### config.mk
export PLATFORM = sky130hd
export DESIGN_NAME = baseband_irq_ctrl
export DESIGN_NICKNAME = d
export VERILOG_FILES = /design/src/hdl/baseband_pkg.sv /design/src/hdl/baseband_irq_ctrl.sv
export SDC_FILE = /design/constraint.sdc
export NUM_CORES = 1
export LEC_CHECK = 0
export BUFFER_PORTS_ARGS = -buffer_cell sky130_fd_sc_hd__buf_2
export CORE_MARGIN = 1.5
export CORE_UTILIZATION = 40
export CTS_BUF_LIST = sky130_fd_sc_hd__clkbuf_8
export CTS_CLUSTER_SIZE = 25
export DETAILED_ROUTE_END_ITERATION = 6
export GPL_TIMING_DRIVEN = 1
export HOLD_SLACK_MARGIN = 0.1
export SLEW_MARGIN = 20
export SYNTH_ARGS = -nofsm -noshare
export SYNTH_HDL_FRONTEND = slang
export SYNTH_SLANG_ARGS = --single-unit
### constraint.sdc
create_clock -name clk -period 3.65 [get_ports clk]
set_input_delay 0.73 -clock clk [delete_from_list [all_inputs] [get_ports clk]]
set_output_delay 0.73 -clock clk [all_outputs]
set_load 0.005 [all_outputs]
### src/hdl/baseband_pkg.sv
// Constants, types and register map of the baseband interrupt and PHY control block
package baseband_pkg;

   // ----------------------------------------
   // Widths
   // ----------------------------------------
   localparam int ADDR_W = 8;
   localparam int DATA_W = 8;
   localparam int LEN_W = 11;

   // ----------------------------------------
   // Register offsets
   // ----------------------------------------
   localparam logic [ADDR_W-1:0] ADDR_STATUS = 8'h00;
   localparam logic [ADDR_W-1:0] ADDR_MASK = 8'h01;
   localparam logic [ADDR_W-1:0] ADDR_PC = 8'h02;
   localparam logic [ADDR_W-1:0] ADDR_LEN_LO = 8'h03;
   localparam logic [ADDR_W-1:0] ADDR_LEN_HI = 8'h04;
   localparam logic [ADDR_W-1:0] ADDR_THR_LO = 8'h05;
   localparam logic [ADDR_W-1:0] ADDR_THR_HI = 8'h06;

   // ----------------------------------------
   // Status and mask bit positions
   // ----------------------------------------
   localparam int ST_HDR = 0;
   localparam int ST_RXEND = 1;
   localparam int ST_EXT = 2;
   localparam int ST_MATCH = 3;
   localparam int ST_TXEND = 4;
   localparam int ST_HOLD = 5;
   localparam int ST_REL = 6;
   localparam int ST_LEVEL = 7;

   // ----------------------------------------
   // PHY control fields and reset values
   // ----------------------------------------
   localparam int PC_CTX = 7;
   localparam int PC_FCS_FILTER_ENABLE = 6;
   localparam int PC_FCS_VALID_STATUS = 5;
   localparam int PC_AFCS = 4;
   localparam int PC_FCS_TYPE_SELECT = 3;
   localparam int PC_CORE_ENABLE = 2;
   localparam int PC_PT_HI = 1;
   localparam int PC_PT_LO = 0;
   localparam logic [DATA_W-1:0] PC_RESET = 8'h40;
   localparam logic [DATA_W-1:0] PC_RO_MASK = 8'h20;
   localparam logic [1:0] PT_OFF = 2'h0;
   localparam logic [LEN_W-1:0] FCS32_LEN = 11'h004;
   localparam logic [LEN_W-1:0] FCS16_LEN = 11'h002;
   localparam logic [LEN_W-1:0] LEN_ONE = 11'h001;
   localparam logic [LEN_W-1:0] LEN_ZERO = 11'h000;

   // ----------------------------------------
   // Types
   // ----------------------------------------
   typedef enum logic [1:0] {RX_IDLE, RX_BUSY, RX_CANCELLED} rx_phase_t;

   typedef struct packed {
      logic [ADDR_W-1:0] addr;
      logic [DATA_W-1:0] wdata;
      logic wr;
      logic rd;
   } bus_req_t;

   typedef struct packed {
      logic frame_start;
      logic hdr_valid;
      logic [LEN_W-1:0] hdr_len;
      logic preamble;
      logic discont;
      logic no_header;
      logic mac_done;
      logic extended;
      logic matched;
      logic addr_filt_en;
      logic frame_end;
      logic fcs_ok;
      logic level1_pass;
      logic octet;
      logic stop;
   } rx_evt_t;

   typedef struct packed {
      logic done;
      logic [LEN_W-1:0] remaining;
   } tx_evt_t;

   typedef struct packed {
      logic core_en;
      logic [1:0] phy_type;
      logic cont_tx;
      logic fcs_filter;
      logic fcs_type;
      logic fcs_insert;
      logic agc_hold;
      logic agc_release;
      logic to_tx_prepare;
      logic rx_restart;
   } ctrl_out_t;

   typedef struct packed {
      logic [DATA_W-1:0] status;
      logic [DATA_W-1:0] mask;
      logic [DATA_W-1:0] pc;
      logic [LEN_W-1:0] rx_len;
      logic [LEN_W-1:0] thr;
      logic [LEN_W-1:0] count;
      rx_phase_t phase;
      logic [DATA_W-1:0] rdata;
      logic irq;
      ctrl_out_t ctrl;
   } state_t;

endpackage

### src/hdl/baseband_irq_ctrl.sv
// Baseband interrupt status, masking and PHY control for one core
//
// The register addresses and the plain strobed port were decided locally.
`timescale 1ns/100ps
module baseband_irq_ctrl (
   // Clock and reset
   input wire logic clk,
   input wire logic srst,
   // Register port
   input wire baseband_pkg::bus_req_t bus,
   output logic [baseband_pkg::DATA_W-1:0] rdata,
   // Datapath events
   input wire baseband_pkg::rx_evt_t rx,
   input wire baseband_pkg::tx_evt_t tx,
   // Control outputs
   output baseband_pkg::ctrl_out_t ctrl,
   output logic irq
);
   import baseband_pkg::*;

   state_t s_r;
   state_t s_nxt;
   logic [DATA_W-1:0] set_v;
   logic en;
   logic cancel;
   logic live;
   logic rx_ok;
   logic [LEN_W-1:0] fcs_len;

   // ----------------------------------------
   // Next state
   // ----------------------------------------
   always_comb begin
      s_nxt = s_r;
      set_v = '0;
      en = s_r.ctrl.core_en;
      cancel = rx.discont || rx.no_header;
      live = en && (s_r.phase == RX_BUSY) && !cancel;
      rx_ok = 1'b0;
      fcs_len = s_r.pc[PC_FCS_TYPE_SELECT] ? FCS16_LEN : FCS32_LEN;
      s_nxt.ctrl.to_tx_prepare = 1'b0;
      s_nxt.ctrl.rx_restart = 1'b0;

      // Frame start
      if (en && rx.frame_start) begin
         s_nxt.phase = RX_BUSY;
         s_nxt.pc[PC_FCS_VALID_STATUS] = 1'b0;
         s_nxt.count = LEN_ZERO;
      end

      // Cancel
      if (en && (s_r.phase == RX_BUSY) && cancel) begin
         s_nxt.phase = RX_CANCELLED;
      end

      // Header
      if (live && rx.hdr_valid) begin
         set_v[ST_HDR] = 1'b1;
         s_nxt.rx_len = rx.hdr_len;
      end

      // MAC header parsed
      if (live && rx.addr_filt_en && rx.mac_done) begin
         set_v[ST_EXT] = rx.extended;
         set_v[ST_MATCH] = rx.matched;
      end

      // Octets stored
      if (live && rx.octet) begin
         s_nxt.count = s_r.count + LEN_ONE;
         if (s_nxt.count == s_r.thr) begin
            set_v[ST_LEVEL] = 1'b1;
         end
      end

      // Frame end
      if (live && rx.frame_end) begin
         s_nxt.pc[PC_FCS_VALID_STATUS] = rx.fcs_ok;
         s_nxt.phase = RX_IDLE;
         rx_ok = rx.level1_pass && (!rx.addr_filt_en || rx.matched);
         if (s_r.pc[PC_FCS_FILTER_ENABLE] && !rx.fcs_ok) begin
            rx_ok = 1'b0;
         end
         if (rx_ok) begin
            set_v[ST_RXEND] = 1'b1;
            s_nxt.ctrl.to_tx_prepare = 1'b1;
         end
      end

      // Gain control
      if (en && (s_r.phase != RX_CANCELLED) && rx.preamble) begin
         set_v[ST_HOLD] = 1'b1;
         s_nxt.ctrl.agc_hold = 1'b1;
         s_nxt.ctrl.agc_release = 1'b0;
      end
      if (en && rx.stop) begin
         set_v[ST_HOLD] = 1'b0;
         set_v[ST_REL] = 1'b1;
         s_nxt.ctrl.agc_hold = 1'b0;
         s_nxt.ctrl.agc_release = 1'b1;
         if (s_r.phase != RX_IDLE) begin
            s_nxt.phase = RX_IDLE;
            s_nxt.ctrl.rx_restart = 1'b1;
         end
      end

      // Transmit
      if (en && tx.done) begin
         set_v[ST_TXEND] = 1'b1;
      end
      s_nxt.ctrl.fcs_insert = en && s_r.pc[PC_AFCS] && (tx.remaining != LEN_ZERO)
         && (tx.remaining <= fcs_len);

      // Status: read clears, events set and win
      if (bus.rd && (bus.addr == ADDR_STATUS)) begin
         s_nxt.status = '0;
      end
      if (set_v[ST_HOLD]) begin
         s_nxt.status[ST_REL] = 1'b0;
      end
      if (set_v[ST_REL]) begin
         s_nxt.status[ST_HOLD] = 1'b0;
      end
      s_nxt.status = s_nxt.status | set_v;

      // Register writes
      if (bus.wr) begin
         unique case (bus.addr)
            ADDR_MASK: begin
               s_nxt.mask = bus.wdata;
            end
            ADDR_PC: begin
               s_nxt.pc = (bus.wdata & ~PC_RO_MASK) | (s_nxt.pc & PC_RO_MASK);
            end
            ADDR_THR_LO: begin
               s_nxt.thr[7:0] = bus.wdata;
            end
            ADDR_THR_HI: begin
               s_nxt.thr[LEN_W-1:8] = bus.wdata[LEN_W-9:0];
            end
            default: begin
            end
         endcase
      end

      // Register reads
      s_nxt.rdata = '0;
      if (bus.rd) begin
         unique case (bus.addr)
            ADDR_STATUS: s_nxt.rdata = s_r.status;
            ADDR_MASK: s_nxt.rdata = s_r.mask;
            ADDR_PC: s_nxt.rdata = s_r.pc;
            ADDR_LEN_LO: s_nxt.rdata = s_r.rx_len[7:0];
            ADDR_LEN_HI: s_nxt.rdata = {5'h00, s_r.rx_len[LEN_W-1:8]};
            ADDR_THR_LO: s_nxt.rdata = s_r.thr[7:0];
            ADDR_THR_HI: s_nxt.rdata = {5'h00, s_r.thr[LEN_W-1:8]};
            default: s_nxt.rdata = '0;
         endcase
      end

      // Control decode
      s_nxt.ctrl.core_en = s_nxt.pc[PC_CORE_ENABLE] && (s_nxt.pc[PC_PT_HI:PC_PT_LO] != PT_OFF);
      s_nxt.ctrl.phy_type = s_nxt.pc[PC_PT_HI:PC_PT_LO];
      s_nxt.ctrl.cont_tx = s_nxt.pc[PC_CTX];
      s_nxt.ctrl.fcs_filter = s_nxt.pc[PC_FCS_FILTER_ENABLE];
      s_nxt.ctrl.fcs_type = s_nxt.pc[PC_FCS_TYPE_SELECT];
      if (!s_nxt.ctrl.core_en) begin
         s_nxt.phase = RX_IDLE;
      end
      s_nxt.irq = |(s_nxt.status & s_nxt.mask);
   end

   // ----------------------------------------
   // State register
   // ----------------------------------------
   always_ff @(posedge clk) begin
      if (srst) begin
         s_r <= '0;
         s_r.pc <= PC_RESET;
      end else begin
         s_r <= s_nxt;
      end
   end

   assign rdata = s_r.rdata;
   assign ctrl = s_r.ctrl;
   assign irq = s_r.irq;

endmodule

### Word-level counts from Yosys, hierarchy flattened

Index checks and enable logic that the tools add are counted.
Widths: inputs -> output; s select.

* register bits: 79
* RAM bits: 0
* memories: 0
* output and inout bits: 20
* bits in latches: 0
* logic and storage cells: 107
* bits in read-only memories: 0
* input port bits: 57

* equal/unequal tests: 9
* multipliers: 0
* muxes and demuxes: 30
* divide/modulo/power cells: 0
* bitwise logic cells: 6
* $add $sub $neg: 1
* reductions and logical operators: 39
* magnitude comparators: 1
* shifts and indexed selects: 0

Operator list (number)
* $pmux 8 s7: 1
* $eq 8x3->1 const B: 3
* $mux 8: 3
* $logic_and 1x1->1: 20
* $eq 8x2->1 const B: 2
* $mux 1: 16
* $mux 16: 1
* $mux 13: 1
* $mux 2: 6
* $add 11x1->11 const B: 1
* $eq 11x11->1: 1
* $le 11x3->1: 1
* $mux 11: 1
* $reduce_bool 11->1: 1
* $and 8x8->8: 1
* $eq 8x1->1 const B: 1
* $logic_not 8->1: 1
* $or 8x6->8: 1
* $or 8x8->8: 1
* $reduce_bool 2->1: 4
* $reduce_or 2->1: 4
* $reduce_or 8->1: 1
* $reduce_and 2->1: 3
* $logic_not 1->1: 3
* other kinds (5): 8

### Longest topological paths before layout

* depth in word-level cells: 12
* gate-level depth with buffers: 9
* mapped depth without buffers: 8

### Worst setup path after synthesis

Ideal clock, no wire load.

* kind: input-to-reg
* start: input port bus[15] in the netlist's numbering
* end: register s_r[20] in the netlist's numbering
* path buffers: 1
* data arrival time: 2.600 ns
* library setup time: 0.088 ns
* stages: 8
* slack: 0.962 ns
* required time: 3.562 ns
* cell sequence: nor4_4 > nand3b_4 > or4b_1 > buf_6 > mux2i_1 > nor2_1 > o311ai_2 > nor4_2

* longest elaborated chain between the ends: 7

Ends and longest elaborated chain
* start, declared: line baseband_irq_ctrl.sv:10 `input wire baseband_pkg::bus_req_t bus,`
* $eq 8x2->1 (*): line baseband_irq_ctrl.sv:128 `unique case (bus.addr)`
* $mux 8 (*): line baseband_irq_ctrl.sv:128
* $mux 16 (*): line baseband_irq_ctrl.sv:127 `if (bus.wr) begin`
* $reduce_bool 2->1: line baseband_irq_ctrl.sv:162 `s_nxt.ctrl.core_en = s_nxt.pc[PC_CORE_ENABLE] && (s_nxt.pc[PC_PT_HI:PC_PT_LO] != PT_OFF);`
* $logic_and 1x1->1 (*): line baseband_irq_ctrl.sv:162
* $not 1->1 (no line) (*)
* $reduce_or 2->1 (no line) (*)
* end signal, assigned: line baseband_irq_ctrl.sv:181 `s_r <= s_nxt;`
* end, declared: line baseband_irq_ctrl.sv:21 `state_t s_r;`

Every way passes the cells marked *; elsewhere a longest branch is shown, timed or not.
A chain may end at the register's enable or synchronous reset.

### Final worst setup path

Same ends and word-level chain as after synthesis.

==> impl_metrics.json <==
{
  "run_status": "finished clean",
  "final-max-slew-violation-count": 0,
  "fin_crit_ps": 2588,
  "synth_seq_area_share_pct": 40.65,
  "syn_inst": 439,
  "power_switching_share_pct": 22.35,
  "synth.top_cell.area_share_pct": 40.65,
  "transition_time_at_the_pin_with_the_least_slew_margin_ps": 829.7,
  "power_leakage_nw": 1.877,
  "first_global_vias": 3176,
  "grt_usage_pct": 20.66,
  "dominant_cells_by_area_after_synthesis": "sky130_fd_sc_hd__dfxtp_1, sky130_fd_sc_hd__mux2i_1, sky130_fd_sc_hd__nor2_1, sky130_fd_sc_hd__a21oi_1, sky130_fd_sc_hd__nand2_1",
  "drt-wirelength-per-cell_um": 16.22,
  "synthFlopType": "sky130_fd_sc_hd__dfxtp_1",
  "port_buffers": 76,
  "syn-num-nets": 499,
  "worst-endpoint-required_ps": 3910,
  "internal_power_mw": 1.229,
  "std_cell_rows": 34,
  "cts.repair_timing.setup_buffer_count": 0,
  "yosys_warnings": 0,
  "drv_cap": 0,
  "detail_route.drc_violations": 0,
  "routed_via_density": 5.384,
  "tritoncts": "done",
  "combPwrFrac_pct": 5.2,
  "share_of_flip_flops_with_an_asynchronous_set_or_reset_pct": 0,
  "postCtsHoldBufs": 0,
  "pin_count": 77,
  "fp.dieW_um": 99.09,
  "path_clk_slew_ps": 80,
  "timing.critical_path.fanout_max": 7,
  "achievable-frequency_mhz": 386.5,
  "drtIter0Drc": 149,
  "cts_htree_levels": 3,
  "seq_power_share_pct": 51.7,
  "clk_network_pwr_share_pct": 43.1,
  "synth_compound_area_share_pct": 14.57,
  "grt_setup_unrepaired": "false",
  "synthAdderAreaFrac_pct": 1.016,
  "cp-end-kind": "flop",
  "vertical_die_dimension_um": 99.09,
  "critical_path.cell_chain": "buf_2, nor4_4, nand3b_4, or4b_1, mux2i_1, nor2_1, o311ai_2, nor4_2",
  "maxSlewHeadroom_pct": 44.69,
  "route.antenna.remaining_nets": 0,
  "synth.area.mux_share_pct": 8.943,
  "synth_top_family_by_area": "simple AND/OR/NAND/NOR gates",
  "hold_viol_final": 0,
  "critical_path_type": "in -> reg",
  "share_of_post_route_cells_with_drive_strength_above_1_pct": 21.57,
  "total_power_mw": 1.583,
  "finish.cell_count_without_fillers": 604,
  "yosys-top-cells-count": "sky130_fd_sc_hd__dfxtp_1, sky130_fd_sc_hd__nor2_1, sky130_fd_sc_hd__nand2_1, sky130_fd_sc_hd__a21oi_1, sky130_fd_sc_hd__mux2i_1",
  "place_hpwl_um": 7394,
  "powerDensity_nw_per_um2": 373.9,
  "start_kind": "primary input",
  "area_growth_from_synthesis_to_layout_pct": 14.63,
  "finish.instance_area_um2": 4234,
  "placement.cell_area_um2": 4028,
  "dp_cells": 589,
  "detailroute.via_count": 3252,
  "antenna_found_initial": 0,
  "core_um2": 8848,
  "clock_path_buffers": 2,
  "synth-simple-area-share_pct": 23.81,
  "setup_violations": 0,
  "drt_first_pass_iters": 5,
  "netlist_area_um2": 3694,
  "worstPathArrival_ps": 2840,
  "crit_slowest_cell": "sky130_fd_sc_hd__or4b_1",
  "post_cts_resized": 0,
  "antenna_cells_inserted": 0,
  "syn_avg_cell_area_um2": 8.414,
  "synthesis_stage_register_bit_count": 75,
  "first_pass_grt_wire_length_um": 15820,
  "cts_num_sinks": 75,
  "timing.critical_path.slowest_cell_delay_ps": 570,
  "place.gp.congestion": 0.8843,
  "timing.final.crit_share_pct": 70.89,
  "yosys.area.top_type": "sky130_fd_sc_hd__dfxtp_1",
  "die_footprint_um2": 9819,
  "fin_worst_skew_ps": 2.860,
  "synth_cell_types": 51,
  "total_negative_slack_for_setup_checks_ps": 0,
  "total_switching_power_mw": 0.3537,
  "layout_net_count": 552,
  "clk_root_buffer_cell": "sky130_fd_sc_hd__clkbuf_8",
  "grt_start_max_net_pins": 43,
  "routed_wirelength_um": 9799,
  "tritoncts.num_buffers": 9,
  "clk_latency_ps": 340,
  "post-synth-top-count-cell": "sky130_fd_sc_hd__dfxtp_1",
  "initial_utilization_pct": 41.74,
  "hold_path_class": "reg -> reg",
  "post_synth_xor_area_fraction_pct": 3.557,
  "global_route.overflow_total": 0,
  "peakVddDrop_uv": 185.2,
  "synth_enable_flop_cells": 0
}
==> area by class of cell <==
cell class	instances	area [um2]
fill	867	4614
multi-input combinational	312	1917
sequential	75	1501
timing repair buffer	83	432.9
tap	108	135.1
clock buffer	9	123.9
clock inverter	6	82.58
inverter	11	41.29
==> worst max-delay path, delay by kind of cell <==
kind	cells	cell delay (ps)
mux	1	140
simple gates	5	1670
compound gates	1	180
buf+inv	1	110
==> sequential cells by signal, summed over array words and instances (netlist names) <==
signal / cells
rdata: 8
ctrl: 6
irq: 1
s_r: 59
en: 1
==> power by group through the flow <==
stage          clock, mW  combinational (mW)  sequential [mW]
3_5_place_dp           0              0.0815            0.838
2_1_floorplan          0              0.0318            0.838
4_1_cts            0.697              0.0820            0.819
6_report           0.682              0.0823            0.819
3_3_place_gp           0              0.0804            0.838
5_1_grt            0.737              0.0888            0.819
==> metrics by stage <==
step | utilization, % | setup slack, ps | hold WS, ps
2_1_floorplan | - | 962.1 | 429.2
3_3_place_gp | 45.52 | 756.3 | 448.0
3_5_place_dp | 45.52 | 713.8 | 452.5
4_1_cts | 47.85 | 1058 | 463.5
5_1_grt | 47.85 | 921.8 | 476.1
6_report | 47.85 | 1062 | 458.8
==> routing by layer <==
layer / track usage, % / share of wire [%] / up-vias
li1: - / - / 1628
met1: 25.82 / 45 / 1509
met2: 34.69 / 48 / 94
met3: 3.443 / 4.4 / 21
met4: 10.18 / 2.7 / 0
met5: 0 / 0 / -
==> cell usage in the layout, fill, tap and decap left out, types with 2 or more instances in the layout <==
master,n
sky130_fd_sc_hd__a21oi_1,38
sky130_fd_sc_hd__a222oi_1,4
sky130_fd_sc_hd__a22oi_1,8
sky130_fd_sc_hd__a31oi_1,5
sky130_fd_sc_hd__and2_1,5
sky130_fd_sc_hd__and3_1,11
sky130_fd_sc_hd__buf_2,76
sky130_fd_sc_hd__buf_4,7
sky130_fd_sc_hd__bufinv_16,2
sky130_fd_sc_hd__clkbuf_8,9
sky130_fd_sc_hd__clkinv_2,2
sky130_fd_sc_hd__dfxtp_1,75
sky130_fd_sc_hd__ha_1,3
sky130_fd_sc_hd__inv_1,12
sky130_fd_sc_hd__mux2i_1,33
sky130_fd_sc_hd__nand2_1,44
sky130_fd_sc_hd__nand3_1,9
sky130_fd_sc_hd__nand3b_1,7
sky130_fd_sc_hd__nand4_1,3
sky130_fd_sc_hd__nor2_1,62
sky130_fd_sc_hd__nor2b_1,4
sky130_fd_sc_hd__nor3_1,4
sky130_fd_sc_hd__nor3_2,2
sky130_fd_sc_hd__nor4_1,5
sky130_fd_sc_hd__nor4b_1,2
sky130_fd_sc_hd__o21ai_0,14
sky130_fd_sc_hd__o22ai_1,7
sky130_fd_sc_hd__o31ai_1,2
sky130_fd_sc_hd__or3_1,5
sky130_fd_sc_hd__xnor2_1,10
sky130_fd_sc_hd__xor2_1,5
==> final timing paths <==
check,start,to,slack (ps),cells after the start
worst min-delay path,ctrl[2],ctrl[2],460,2
worst min register to register,ctrl[2],ctrl[2],460,2
worst max-delay path,bus[15],s_r[20],1060,8
worst max register to register,en,irq,1420,8
==> logic make-up (layout without fill, tap and decap cells) <==
logic type                 after synthesis  in the layout
adders and majority gates                3              3
DFF                                     75             75
xor gates and xnor gates                15             15
buffers and inverters                   52            109
muxes                                   33             33
AOI/OAI and AO/OA                       87             87
and+or+nand+nor                        174            174
(Power assumes the default switching activity.)
